**src/fsp_params.svh**
```systemverilog
/*
  constants for the flash self-programming sequencer: control bit positions,
  reset values, window lengths, write timing and section boundaries.
  assumes inclusion by bare name from the sequencer sources.
*/
`ifndef FSP_PARAMS_SVH
`define FSP_PARAMS_SVH

// control register bit positions, reset values and masks
`define FSP_BIT_EN 0
`define FSP_BIT_ERASE 1
`define FSP_BIT_WRITE 2
`define FSP_BIT_LOCK 3
`define FSP_BIT_REEN 4
`define FSP_BIT_RWWB 6
`define FSP_CTRL_RST 8'h00
`define FSP_CTRL_CMD_MASK 8'h1F
`define FSP_CTRL_RWWB_MASK 8'h40
`define FSP_LOCK_RST 8'hFF
`define FSP_LOCK_KEEP_MASK 8'hC3

// cycles allowed after a control write
`define FSP_SPM_WIN 4
`define FSP_LPM_WIN 3

// write timing in microseconds and rc clock rate
`define FSP_PROG_MIN_US 3700
`define FSP_PROG_MAX_US 4500
`define FSP_RC_KHZ 8000
`define FSP_PROG_TICKS ((`FSP_PROG_MIN_US * `FSP_RC_KHZ + 999) / 1000)

// boot section starts, small variant
`define FSP_BOOT8_11 13'h0F80
`define FSP_BOOT8_10 13'h0F00
`define FSP_BOOT8_01 13'h0E00
`define FSP_BOOT8_00 13'h0C00
// boot section starts, large variant
`define FSP_BOOT16_11 13'h1F80
`define FSP_BOOT16_10 13'h1F00
`define FSP_BOOT16_01 13'h1E00
`define FSP_BOOT16_00 13'h1C00
// first word of the halted-read section
`define FSP_NRWW8 13'h0C00
`define FSP_NRWW16 13'h1C00

`endif

```
**src/fsp_pkg.sv**
```systemverilog
/*
  types for the flash self-programming sequencer.
  assumes nothing beyond a systemverilog compiler.
*/
package fsp_pkg;
  typedef enum logic [1:0] {FSP_IDLE, FSP_ARMED, FSP_BUSY} fsp_state_e;
  typedef logic [6:0] fsp_page_t;
  typedef logic [12:0] fsp_waddr_t;
endpackage : fsp_pkg

```
**src/fsp_buf_if.sv**
```systemverilog
/*
  signals between the sequencer and its temporary page buffer.
  assumes one clock shared by both ends.
*/
`timescale 1ns/1ps
`default_nettype none
interface fsp_buf_if #(parameter int AW = 5, parameter int DW = 16);
  logic wrEn;
  logic [AW-1:0] wrAddr;
  logic [DW-1:0] wrData;
  logic [AW-1:0] rdAddr;
  logic [DW-1:0] rdData;
  modport mem (input wrEn, input wrAddr, input wrData, input rdAddr,
    output rdData);
  modport ctl (output wrEn, output wrAddr, output wrData, output rdAddr,
    input rdData);
endinterface : fsp_buf_if
`default_nettype wire

```
**src/fsp_seq.sv**
```systemverilog
/*
  flash self-programming sequencer: control register, store/load timed
  sequence, page buffer fill, erase/write/lock timing, section decode.
  assumes cpu strobes on sys_clk; rc clock and fuses arrive as pins.
*/
`timescale 1ns/1ps
`default_nettype none
`include "fsp_params.svh"
module fsp_seq #(
  parameter bit VARIANT16 = 1'b0,
  parameter int PROG_TICKS = `FSP_PROG_TICKS
) (
  input wire logic sys_clk,
  input wire logic nrst,
  input wire logic ctrlWrite,
  input wire logic [7:0] ctrlWData,
  input wire logic spmExec,
  input wire logic lpmExec,
  input wire logic [15:0] zPtr,
  input wire logic [7:0] r0Data,
  input wire logic [7:0] r1Data,
  input wire logic eeprom_write_busy,
  input wire logic boot_size_sel_hi,
  input wire logic boot_size_sel_lo,
  input wire logic rcClk,
  input wire logic fetchValid,
  input wire logic [12:0] fetchAddr,
  input wire logic [5:0] flashBufAddr,
  output logic [7:0] self_prog_ctrl_reg,
  output logic [12:0] bootStart,
  output logic [12:0] appEnd,
  output logic cpuStall,
  output logic flashErase,
  output logic flashWrite,
  output logic [6:0] page_select_field,
  output logic lockReadStrobe,
  output logic [7:0] lockBits,
  output logic [15:0] flashBufData
);
  localparam int WORD_W = VARIANT16 ? 6 : 5;
  localparam int PC_W = VARIANT16 ? 13 : 12;

  fsp_pkg::fsp_state_e state, next_state;
  logic [7:0] next_ctrl;
  logic [2:0] winCnt, next_winCnt;
  logic [15:0] tickCnt, next_tickCnt;
  logic targetNrww, next_targetNrww;
  logic [7:0] next_lockBits;
  logic [7:0] lockReq, next_lockReq;
  logic next_erase, next_write, next_lockRead, bufWr;
  logic rcSync1, rcSync2, rcPrev;
  logic fuseHi1, fuseHi2, fuseLo1, fuseLo2;

  fsp_buf_if #(.AW(WORD_W), .DW(16)) bufIf ();

  fsp_page_buf #(.AW(WORD_W), .DW(16)) u_buf (
    .sys_clk(sys_clk),
    .buf_port(bufIf)
  );

  wire fsp_pkg::fsp_page_t pageW = zPtr[PC_W:WORD_W+1];
  wire [WORD_W-1:0] word_in_page_field = zPtr[WORD_W:1];
  wire fsp_pkg::fsp_waddr_t pageAddr = 13'({pageW, {WORD_W{1'b0}}});

  wire fsp_pkg::fsp_waddr_t nrwwStart = VARIANT16 ? `FSP_NRWW16 : `FSP_NRWW8;
  wire pageInNrww = pageAddr >= nrwwStart;
  wire fetchInNrww = fetchAddr >= nrwwStart;

  wire [1:0] bootSel = {fuseHi2, fuseLo2};
  wire fsp_pkg::fsp_waddr_t boot8 =
    (bootSel == 2'h3) ? `FSP_BOOT8_11 :
    (bootSel == 2'h2) ? `FSP_BOOT8_10 :
    (bootSel == 2'h1) ? `FSP_BOOT8_01 : `FSP_BOOT8_00;
  wire fsp_pkg::fsp_waddr_t boot16 =
    (bootSel == 2'h3) ? `FSP_BOOT16_11 :
    (bootSel == 2'h2) ? `FSP_BOOT16_10 :
    (bootSel == 2'h1) ? `FSP_BOOT16_01 : `FSP_BOOT16_00;
  wire fsp_pkg::fsp_waddr_t bootW = VARIANT16 ? boot16 : boot8;

  wire rcTick = rcSync2 & ~rcPrev;
  wire lastTick = tickCnt == 16'(PROG_TICKS - 1);

  wire self_prog_enable = self_prog_ctrl_reg[`FSP_BIT_EN];
  wire page_erase_cmd = self_prog_ctrl_reg[`FSP_BIT_ERASE];
  wire page_write_cmd = self_prog_ctrl_reg[`FSP_BIT_WRITE];
  wire lock_bits_access = self_prog_ctrl_reg[`FSP_BIT_LOCK];
  wire rww_reenable_cmd = self_prog_ctrl_reg[`FSP_BIT_REEN];
  wire rww_busy_flag = self_prog_ctrl_reg[`FSP_BIT_RWWB];
  wire [7:0] ctrlIdle = self_prog_ctrl_reg & `FSP_CTRL_RWWB_MASK;
  // no control writes while eeprom busy
  wire ctrlAccept = ctrlWrite & ~eeprom_write_busy;
  wire [7:0] lockNew = (lockReq & ~`FSP_LOCK_KEEP_MASK) | `FSP_LOCK_KEEP_MASK;

  wire opFlash = (state == fsp_pkg::FSP_BUSY) &
    (page_erase_cmd | page_write_cmd);
  wire next_stall = fetchValid & opFlash & (targetNrww | ~fetchInNrww);

  assign bufIf.wrEn = bufWr;
  assign bufIf.wrAddr = word_in_page_field;
  assign bufIf.wrData = {r1Data, r0Data};
  assign bufIf.rdAddr = flashBufAddr[WORD_W-1:0];

  always_comb begin
    next_state = state;
    next_ctrl = self_prog_ctrl_reg;
    next_winCnt = winCnt;
    next_tickCnt = tickCnt;
    next_targetNrww = targetNrww;
    next_lockBits = lockBits;
    next_lockReq = lockReq;
    next_erase = 1'b0;
    next_write = 1'b0;
    next_lockRead = 1'b0;
    bufWr = 1'b0;
    case (state)
      fsp_pkg::FSP_IDLE: begin
        if (ctrlAccept) begin
          next_ctrl = (ctrlWData & `FSP_CTRL_CMD_MASK) | ctrlIdle;
          next_winCnt = 3'h0;
          if (ctrlWData[`FSP_BIT_EN]) begin
            next_state = fsp_pkg::FSP_ARMED;
          end
        end
      end
      fsp_pkg::FSP_ARMED: begin
        next_winCnt = winCnt + 3'h1;
        if (spmExec) begin
          next_tickCnt = 16'h0000;
          next_targetNrww = pageInNrww;
          if (page_erase_cmd | page_write_cmd) begin
            next_erase = page_erase_cmd;
            next_write = page_write_cmd;
            next_state = fsp_pkg::FSP_BUSY;
            if (!pageInNrww) begin
              next_ctrl[`FSP_BIT_RWWB] = 1'b1;
            end
          end else if (lock_bits_access) begin
            // lock data captured at the store
            next_lockReq = r0Data;
            next_state = fsp_pkg::FSP_BUSY;
          end else if (rww_reenable_cmd) begin
            next_ctrl = 8'h00;
            next_state = fsp_pkg::FSP_IDLE;
          end else begin
            bufWr = 1'b1;
            next_ctrl = ctrlIdle;
            next_state = fsp_pkg::FSP_IDLE;
          end
        end else if (lpmExec && lock_bits_access &&
                     winCnt < 3'(`FSP_LPM_WIN)) begin
          next_lockRead = 1'b1;
          next_ctrl = ctrlIdle;
          next_state = fsp_pkg::FSP_IDLE;
        end else if (winCnt == 3'(`FSP_SPM_WIN - 1)) begin
          next_ctrl = ctrlIdle;
          next_state = fsp_pkg::FSP_IDLE;
        end
      end
      fsp_pkg::FSP_BUSY: begin
        if (rcTick) begin
          next_tickCnt = tickCnt + 16'h0001;
          if (lastTick) begin
            next_ctrl = ctrlIdle;
            next_state = fsp_pkg::FSP_IDLE;
            if (lock_bits_access) begin
              next_lockBits = lockBits & lockNew;
            end
          end
        end
      end
      default: begin
        next_state = fsp_pkg::FSP_IDLE;
        next_ctrl = `FSP_CTRL_RST;
      end
    endcase
  end

  always_ff @(posedge sys_clk or negedge nrst) begin
    if (!nrst) begin
      rcSync1 <= 1'b0;
      rcSync2 <= 1'b0;
      rcPrev <= 1'b0;
      fuseHi1 <= 1'b0;
      fuseHi2 <= 1'b0;
      fuseLo1 <= 1'b0;
      fuseLo2 <= 1'b0;
    end else begin
      rcSync1 <= rcClk;
      rcSync2 <= rcSync1;
      rcPrev <= rcSync2;
      fuseHi1 <= boot_size_sel_hi;
      fuseHi2 <= fuseHi1;
      fuseLo1 <= boot_size_sel_lo;
      fuseLo2 <= fuseLo1;
    end
  end

  always_ff @(posedge sys_clk or negedge nrst) begin
    if (!nrst) begin
      state <= fsp_pkg::FSP_IDLE;
      self_prog_ctrl_reg <= `FSP_CTRL_RST;
      winCnt <= 3'h0;
      tickCnt <= 16'h0000;
      targetNrww <= 1'b0;
      lockBits <= `FSP_LOCK_RST;
      lockReq <= `FSP_LOCK_RST;
      flashErase <= 1'b0;
      flashWrite <= 1'b0;
      lockReadStrobe <= 1'b0;
      page_select_field <= 7'h00;
      cpuStall <= 1'b0;
      bootStart <= 13'h0000;
      appEnd <= 13'h0000;
    end else begin
      state <= next_state;
      self_prog_ctrl_reg <= next_ctrl;
      winCnt <= next_winCnt;
      tickCnt <= next_tickCnt;
      targetNrww <= next_targetNrww;
      lockBits <= next_lockBits;
      lockReq <= next_lockReq;
      flashErase <= next_erase;
      flashWrite <= next_write;
      lockReadStrobe <= next_lockRead;
      if (next_erase | next_write) begin
        page_select_field <= pageW;
      end
      cpuStall <= next_stall;
      bootStart <= bootW;
      appEnd <= bootW - 13'h0001;
    end
  end

  assign flashBufData = bufIf.rdData;
endmodule : fsp_seq
`default_nettype wire

```
**src/fsp_page_buf.sv**
```systemverilog
/*
  temporary page buffer: one write port, one registered read port.
  assumes the sequencer drives the write side on sys_clk.
*/
`timescale 1ns/1ps
`default_nettype none
module fsp_page_buf #(
  parameter int AW = 5,
  parameter int DW = 16
) (
  input wire logic sys_clk,
  fsp_buf_if.mem buf_port
);
  logic [DW-1:0] mem [0:(1<<AW)-1];

  always_ff @(posedge sys_clk) begin
    if (buf_port.wrEn) begin
      mem[buf_port.wrAddr] <= buf_port.wrData;
    end
    buf_port.rdData <= mem[buf_port.rdAddr];
  end
endmodule : fsp_page_buf
`default_nettype wire

```
**config.mk**
```make
export PLATFORM = sky130hd
export DESIGN_NAME = fsp_seq
export DESIGN_NICKNAME = d
export VERILOG_FILES = /design/src/fsp_pkg.sv /design/src/fsp_buf_if.sv /design/src/fsp_seq.sv /design/src/fsp_page_buf.sv
export VERILOG_INCLUDE_DIRS = /design/src
export SDC_FILE = /design/constraint.sdc
export NUM_CORES = 1
export LEC_CHECK = 0
export ABC_AREA = 1
export BUFFER_PORTS_ARGS = -buffer_cell sky130_fd_sc_hd__buf_2
export CORE_ASPECT_RATIO = 0.5
export CORE_UTILIZATION = 30
export CTS_CLUSTER_DIAMETER = 100
export DETAILED_ROUTE_END_ITERATION = 8
export SLEW_MARGIN = 10
export SYNTH_ARGS = -nofsm -noshare
export SYNTH_HDL_FRONTEND = slang
export SYNTH_SLANG_ARGS = --single-unit
export TNS_END_PERCENT = 10
```
**constraint.sdc**
```tcl
create_clock -name sys_clk -period 2.98 [get_ports sys_clk]
set_input_delay 0.447 -clock sys_clk [delete_from_list [all_inputs] [get_ports sys_clk]]
set_output_delay 0.447 -clock sys_clk [all_outputs]
set_load 0.03 [all_outputs]
```
; ---- After elaboration in Yosys (flattened, before gate mapping)
; Memories as Yosys holds them, arrays and structs flattened. A register that Yosys moved wholly into a read port is not among the register bits.
; Cells that the tools add are included.
[totals]
inputBits = 69
reg_bits = 86
mem_count = 1
mem_bits_rw = 512
[classes]
eq_ne = 18
magnitude_cmp = 3
n_mux = 47
n_addsub = 3
n_reduce_logical = 14
bitwise = 15
[mem_list]
columns = name, words, word_bits, read_ports, rd_ports_with_merged_regs, write_ports, line
row1 = u_buf.mem, 32, 16, 1, 1, 1, fsp_page_buf.sv:14  ; logic [DW-1:0] mem [0:(1<<AW)-1];
[ops]
columns = operator, n
row1 = two-way mux 8 bit, 7
row2 = two-way mux 16 bit, 2
row3 = one-hot mux 16 bit (2 select lines), 1
row4 = two-way mux 10 bit, 3
row5 = one-hot mux 8 bit (3 select lines), 1
row6 = two-way mux 1 bit, 19
row7 = two-way mux 2 bit, 9
row8 = "adder 16 x 1 -> 16 bit, second input constant", 1
row9 = "equality test 16 x 15 -> 1 bit, second input constant", 1
row10 = "inequality test 3 bit, second input constant", 5
row11 = "greater-or-equal comparator 13 x 12 -> 1 bit, second input constant", 1
row12 = "subtractor 12 x 1 -> 13 bit, second input constant", 1
row13 = "greater-or-equal comparator 12 bit, second input constant", 1
row14 = AND reduction 6 bit, 2
row15 = "inequality test 2 bit, second input constant", 5
row16 = AND reduction 5 bit, 2
row17 = AND 8 bit, 1
row18 = AND reduction 4 bit, 2
row19 = two-way mux 7 bit, 1
row20 = OR 5 x 7 -> 7 bit, 1
row21 = "equality test 2 bit, second input constant", 3
row22 = two-way mux 6 bit, 1
row23 = one-hot mux 2 bit (3 select lines), 1
row24 = one-hot mux 3 bit (2 select lines), 1
row25 = other kinds (14), 28

; ---- Depth between registers and ports, before layout
; Gate-level depths: netlist (run 1).
[depth]
depth_word = 7
mapped_depth = 12
depth_no_buf = 10

; ---- Cells and area by module
; A second synthesis (run 1) with hierarchy kept.
[unflattened]
cells_unflattened = 2151
hier_area_um2 = 24317.1
[modules_own_cells]
columns = mod, seq_area_each_um2, n_inst, area_per_inst_um2, cells_per_inst
row1 = fsp_page_buf, 15695.1, 1, 21301.7, 1794
row2 = fsp_seq, 1536.5, 1, 3015.4, 357

; ---- Worst setup path before layout (run 1)
; No wires, ideal clock.
[synth_timing]
kind = flip-flop to flip-flop
startpoint = register self_prog_ctrl_reg[2]
endpoint = memory u_buf.mem[16][0], enable pin
path_buffers = 0
arrival_ns = 1.950
path_stages_with_launch = 6
setup_slack_ns = 0.642
period_less_slack_ns = 2.338
cell_sequence = dfrtp_1 > nor2_1 > nand4_2 > nor2_4 > nand2_1 > nor2_1
[synth_via]
elab_chain_len = 6
[synth_lines]
columns = item, line
row1 = start: declaration, fsp_seq.sv:29  ; output logic [7:0] self_prog_ctrl_reg,
row2 = start signal: assignment, fsp_seq.sv:201  ; self_prog_ctrl_reg <= `FSP_CTRL_RST;
row3 = start signal: assignment, fsp_seq.sv:216  ; self_prog_ctrl_reg <= next_ctrl;
row4 = OR 1 bit, fsp_seq.sv:130  ; if (page_erase_cmd | page_write_cmd) begin
row5 = two-way mux 1 bit, fsp_seq.sv:130
row6 = two-way mux 1 bit, fsp_seq.sv:127  ; if (spmExec) begin
row7 = two-way mux 1 bit, fsp_seq.sv:115  ; case (state)
row8 = two-way mux 1 bit, fsp_page_buf.sv:17  ; if (buf_port.wrEn) begin
row9 = two-way mux 1 bit (not written as such), fsp_page_buf.sv:18  ; mem[buf_port.wrAddr] <= buf_port.wrData;
row10 = end: declaration, fsp_page_buf.sv:14
; Every way passes these cells.

; ---- Worst setup path in the final report (run 1)
[layout_timing]
startpoint = register state[1]
endpoint = memory u_buf.mem[24][3], enable pin
[layout_via]
elab_chain_len = 4
[layout_lines]
columns = item, line
row1 = start: declaration, fsp_seq.sv:43  ; fsp_pkg::fsp_state_e state, next_state;
row2 = start signal: assignment, fsp_seq.sv:200  ; state <= fsp_pkg::FSP_IDLE;
row3 = start signal: assignment, fsp_seq.sv:215  ; state <= next_state;
row4 = equality test 2 x 1 -> 1 bit, fsp_seq.sv:115
row5 = two-way mux 1 bit, fsp_seq.sv:115
row6 = two-way mux 1 bit, fsp_page_buf.sv:17
row7 = two-way mux 1 bit (not written as such), fsp_page_buf.sv:18
; Every way passes these cells.

==> impl_metrics.json, run 1 <==
{
  "gp_congestion": 0.845,
  "cp.depth": 8,
  "worst-path-max-fanout": 16,
  "p_seq_share_pct": 52.1,
  "synth-main-ff-cell": "edfxtp_1",
  "synth.largest_area_cell": "edfxtp_1",
  "top_usage_layer": "met2",
  "netlist_area_mm2": 0.0241,
  "largestRegisters": "u_buf.mem x512, tickCnt x16, u_buf.buf_port.rdData x16",
  "dp_slack_ps": 623,
  "setup_slack_ps": 679,
  "synth_cell_type_count": 34,
  "switching_share_pct": 23.0,
  "ir_drop_uv": 432,
  "drt.antenna.violating_nets": 0,
  "start_util_pct": 30.3,
  "nNetsFinal": 2321,
  "grt-ovfl-total": 0,
  "cp_common_cell": "nor2_4",
  "cts.clk_slew.worst_paths_ps": 60,
  "grt_usage_pct": 14.4,
  "top_register": "u_buf.mem",
  "drv_slew": 0,
  "grt_use_met3_pct": 2.08,
  "p_int_mw": 13.4,
  "drt_wl_total_mm": 59.7,
  "critPathLaunch": "state[1]",
  "power_per_cell_area_mw_per_mm2": 628,
  "dr.pass1.iters": 6,
  "finalCritPeriodShare_pct": 77.2,
  "grt_first_pass_wirelength_mm": 89.6,
  "fp.coreArea_mm2": 0.0794,
  "die_h_um": 202,
  "cp_num_buf_inv": 2,
  "viasPerCell": 4.67,
  "hold_viol": 0,
  "start_kind": "register",
  "dpl_cell_area_mm2": 0.0259,
  "synth_seq_cells": 589,
  "drc": 0,
  "clock-root-buffer": "clkbuf_16",
  "clockBufferDepth": 3,
  "drt_iter0_drc": 1247,
  "port_buffers": 104,
  "layout_commonest_cell": "nand2_1",
  "r2r-start": "state[1]",
  "hold_path_class": "input port to register",
  "antenna_found_initial": 2,
  "netlist_instances": 2141,
  "final.setup_skew_ps": 26.2,
  "area_growth_pct": 15.5,
  "synth_fa_ha_area_share_pct": 0.156,
  "wire_per_inst_um": 17.8,
  "htree_levels": 2,
  "dieArea_mm2": 0.0814,
  "final_cell_area_mm2": 0.0278,
  "cts.sinks": 589,
  "insertion_delay_ps": 620,
  "slowest_stage": "dfrtp_1",
  "synth-compound-area-share_pct": 0.884,
  "max_stage_delay_ps": 430,
  "avgSynthCellArea_um2": 11.2,
  "largest_reg_flops": 512,
  "synth-edff-count": 512,
  "netSwitchingPower_mw": 4.00,
  "grt_setup_unrepaired": "no",
  "worst_pin_slew_ps": 813,
  "tritoncts": "yes",
  "cts_resized": 0,
  "grt_pass1_vias": 14600,
  "reg2reg_slack_ps": 680,
  "crit_path_end": "u_buf.mem[24][3]",
  "synth_xor_area_share_pct": 0.0364,
  "r2r_cells": 8,
  "vias": 15600,
  "cp.arrival_ps": 2600,
  "cap_viol_max_count": 0,
  "status": "finished, final reports clean",
  "path_cells": "inv_2, nand2_2, nor2_4, nand4_2, nor2_4, nand3_2, nor2_1, buf_4",
  "critPathRequiredTime_ps": 3280,
  "fillCellCount": 7688,
  "antenna-diode-count": 0,
  "power.share.clock_pct": 41.2,
  "dp_hpwl_mm": 34.4,
  "muxShareOfSynthArea_pct": 0.187,
  "synth.top_cells.by_area": "edfxtp_1 (64%), nand2_1 (13%), nand3_1 (8.3%), dfrtp_1 (5.5%), dfxtp_1 (1.3%)",
  "synth_top_family_by_area": "simple AND/OR/NAND/NOR gates",
  "grt_max_degree": 85,
  "met1_usage_pct": 20.1,
  "final_cell_mix": "nand2_1 (806), edfxtp_1 (512), nand3_1 (397)",
  "crit_path_end_kind": "register",
  "reg2reg_to": "u_buf.mem[24][3]",
  "die_w_um": 403,
  "io_pins": 138,
  "rows": 73,
  "combPwrFrac_pct": 6.7,
  "ys_async_sr_fraction_pct": 10.4,
  "use_met2_pct": 23.0,
  "crit_family": "simple AND/OR/NAND/NOR gates",
  "tns_ps": 0,
  "cts_made_buffers": 55,
  "yosysWarnings": 0,
  "power_leakage_nw": 10.7,
  "final_layout_size_suffix_gt1_share_pct": 12.6,
  "setup_viol": 0,
  "synth_top_area_share_pct": 63.9,
  "yosysSeqAreaShare_pct": 71.6,
  "period_needed_ps": 2300,
  "path_class": "register to register",
  "fmax_mhz": 435,
  "relSlewSlack_pct": 45.8,
  "yosys.area_share.simple_pct": 23.4
}
[logic make-up (layout without fill, tap and decap cells)]
family                   count (synthesis)  count (layout)
AO/OA/AOI/OAI                           37              37
XOR/XNOR                                 1               1
adder cells (fa/ha/maj)                  3               3
buffers and inverters                  190             328
flip-flops                             589             589
multiplexers                             4               4
other                                    2              16
AND/OR/NAND/NOR                       1315            1315
[layout make-up]
class	count	area (um^2)	area share (%)
clock buffers	67	1420	5.11
inverters	55	216	0.779
flip-flops and latches	589	17200	62.0
well taps	1050	1310	4.73
clock inverters	34	414	1.49
repair buffers	172	1200	4.33
multi-input cells	1376	6000	21.6
[worst min-delay path: stages]
cell,delay [ps]
buf_2,70
nand2_1,40
nand2_1,50
[Yosys cell counts, types with 2 or more instances]
cell type    n
a21oi_1     11
a21oi_2      2
buf_1       17
buf_2       60
buf_4       28
clkbuf_1    30
conb_1       2
dfrtp_1     53
dfstp_2      8
dfxtp_1     16
edfxtp_1   512
ha_1         3
inv_1       49
inv_2        6
mux2_1       4
nand2_1    806
nand2_2      3
nand2_4      4
nand3_1    397
nand3_2      7
nand4_1     13
nand4_2      2
nor2_1      68
nor2_2       2
nor2_4       7
nor3_1       5
o21a_1       4
o21ai_0     15
o21ai_1      2
[power by group through the flow]
stage	sequential, mW	combinational [mW]	clock [mW]
after detailed placement	9.27	1.16	0
after floorplan	9.32	0.629	0
final	9.09	1.17	7.19
after CTS	9.09	1.17	7.34
after global routing	9.10	1.28	7.64
after global placement	9.26	1.15	0
[how the worst min path moves through the flow]
stage          slack [ps]  startpoint  depth (start not counted)                   end
3_5_place_dp          330     rcSync1                          0               rcSync2
6_report               40     zPtr[8]                          3  page_select_field[2]
4_1_cts                 3     zPtr[8]                          3  page_select_field[2]
3_3_place_gp          330     fuseHi1                          0               fuseHi2
2_1_floorplan         150        nrst                          0             appEnd[6]
5_1_grt                10     zPtr[8]                          3  page_select_field[2]
[what timing repair did]
item,CTS,global route
hold buffers,4,0
buffers inserted,0,0
endpoints found under the hold margin,8,0
[through the flow]
| step | util, % | power (mW) | hold slack [ps] | cells |
|---|---|---|---|---|
| floorplan | - | 9.95 | 151 | 2155 |
| global placement | 32.7 | 10.4 | 333 | 3238 |
| detailed placement | 32.7 | 10.4 | 335 | 3238 |
| CTS | 35.0 | 17.6 | 2.97 | 3343 |
| global route | 35.0 | 18.0 | 14.3 | 3343 |
| finish | 35.0 | 17.4 | 37.1 | 3343 |
[per-layer routing]
metal | share of wire (%) | wire length [um]
met5 | 0.015 | 9
met1 | 46 | 27200
met4 | 2.8 | 1650
met3 | 5.5 | 3290
met2 | 46 | 27500
Power figures use the tool's default switching activity.
==> run 2: changes to the inputs <==
- clock period: 2.98 -> 1.8 ns (I/O delays scaled with it)
==> impl_metrics.json, run 2 (synthesis gave the netlist of run 1 again) <==
{
  "p_seq_share_pct": 52.5,
  "tritoncts": "yes",
  "critPathRequiredTime_ps": 2120,
  "worst-path-max-fanout": 16,
  "setup_viol": 446,
  "switching_share_pct": 24.0,
  "dp_hpwl_mm": 40.4,
  "clockBufferDepth": 3,
  "cp.arrival_ps": 2240,
  "insertion_delay_ps": 640,
  "clock-root-buffer": "clkbuf_16",
  "power_mw": 28.6,
  "met1_length_mm": 27.7,
  "drv_slew": 0,
  "reg2reg_slack_ps": -120,
  "nNetsFinal": 2414,
  "top_register": "u_buf.mem",
  "die_w_um": 403,
  "final.setup_skew_ps": 39.4,
  "tns_ps": -25680,
  "period_needed_ps": 1920,
  "dpl_cell_area_mm2": 0.0274,
  "drt.antenna.violating_nets": 0,
  "antenna_found_initial": 0,
  "start_util_pct": 30.3,
  "hold_viol": 0,
  "drt_iter0_drc": 1525,
  "drt_wl_total_mm": 63.6,
  "grt_setup_unrepaired": "yes",
  "crit_path_end_kind": "register",
  "instances_no_fill": 3438,
  "wl_met3_mm": 3.81,
  "rows": 73,
  "final_layout_size_suffix_gt1_share_pct": 16.8,
  "grt-ovfl-total": 0,
  "antenna-diode-count": 0,
  "grt_pass1_vias": 15300,
  "cts_made_buffers": 56,
  "vias": 16100,
  "area_growth_pct": 22.5,
  "power_leakage_nw": 11.3,
  "htree_levels": 2,
  "wire_per_inst_um": 18.5,
  "routed.top_layer": "met4",
  "grt_max_degree": 70,
  "p_int_mw": 21.8,
  "drc": 0,
  "violations": "setup timing",
  "io_pins": 138,
  "wl_met2_mm": 30.7,
  "cts.sinks": 589,
  "grt_first_pass_wirelength_mm": 95.1,
  "final_cell_mix": "nand2_1 (804), edfxtp_1 (512), nand3_1 (397)",
  "dieArea_mm2": 0.0814,
  "path_class": "register to register",
  "hold_path_class": "input port to register",
  "setup_slack_ps": -118,
  "largest_reg_flops": 512,
  "layout_commonest_cell": "nand2_1",
  "netSwitchingPower_mw": 6.87,
  "dp.cells": 3311,
  "viasPerCell": 4.68,
  "combPwrFrac_pct": 7.9,
  "fp.coreArea_mm2": 0.0794,
  "power.share.clock_pct": 39.6,
  "largestRegisters": "u_buf.mem x512, tickCnt x16, u_buf.buf_port.rdData x16",
  "final_cell_area_mm2": 0.0295,
  "die_h_um": 202,
  "start_kind": "register",
  "cts.clk_slew.worst_paths_ps": 60,
  "grt_usage_pct": 15.5,
  "port_buffers": 104,
  "cap_viol_max_count": 0,
  "finalCritPeriodShare_pct": 107,
  "power_per_cell_area_mw_per_mm2": 972,
  "ir_drop_uv": 697,
  "dr.pass1.iters": 5,
  "fmax_mhz": 521,
  "status": "complete, but fails checks",
  "gp_congestion": 0.863
}
## run 2: cell types whose count changed in the layout (fill, tap and decap cells not counted), sizes merged
cell,delta
buf,+78
bufinv,-6
clkbuf,+10
clkinvlp,-3
dlygate4sd3,+13
inv,+3
## run 2: routing by layer
metal	track usage [%]	vias up
li1	-	7717
met1	21.0	7775
met2	25.8	500
met3	2.48	82
met4	4.23	0
met5	0	-
## run 2: power groups by stage
| stage | sequential, mW | clock, mW | combinational, mW |
|---|---|---|---|
| 6_report | 15.0 | 11.3 | 2.25 |
| 4_1_cts | 15.0 | 11.6 | 2.27 |
| 2_1_floorplan | 15.4 | 0 | 1.06 |
| 5_1_grt | 15.0 | 12.1 | 2.45 |
| 3_5_place_dp | 15.3 | 0 | 2.23 |
| 3_3_place_gp | 15.3 | 0 | 2.21 |
## run 2: layout make-up
class | instances | area (um^2)
Clock buffer | 76 | 1500
Inverter | 55 | 216
Clock inverter | 28 | 229
Timing Repair Buffer | 264 | 2680
Fill cell | 7584 | 49900
Tap cell | 1050 | 1310
Sequential cell | 589 | 17200
Multi-Input combinational cell | 1376 | 6300
## run 2: timing repair
action,4_1_cts,5_1_grt
cloned,1,0
hold buffers,17,0
pin swaps,3,2
resized for setup,15,4
endpoints found under the setup margin,512,517
endpoints found under the hold margin,77,0
setup buffers,5,0
## run 2: final timing paths
path | from | end | cells past startpoint
worst min-delay path | flashBufAddr[4] | u_buf.buf_port.rdData[4] | 3
worst min register to register | fuseHi1 | fuseHi2 | 0
worst max-delay path | state[1] | u_buf.mem[25][15] | 10
min in group asynchronous | nrst | lockReadStrobe | 3
worst max register to register | state[1] | u_buf.mem[25][15] | 10
max in group asynchronous | nrst | self_prog_ctrl_reg[2] | 3
## run 2: per-stage QoR
| step | setup slack, ps | hold slack, ps | utilization, % |
|---|---|---|---|
| final | -118 | 77.6 | 37.1 |
| after global routing | -187 | 63.0 | 37.1 |
| after CTS | -129 | 34.9 | 37.1 |
| after detailed placement | -197 | 313 | 34.6 |
| after global placement | -169 | 314 | 34.6 |
| after floorplan | -148 | -25.6 | - |
## run 2: worst max-delay path: stages, from the launching register on
cell,delay (ps)
dfrtp_1,390
inv_2,80
nand2_4,60
nor2_4,110
nand4_4,160
nor2_4,160
buf_12,140
nand3_4,80
buf_4,160
nor2_4,100
buf_12,150
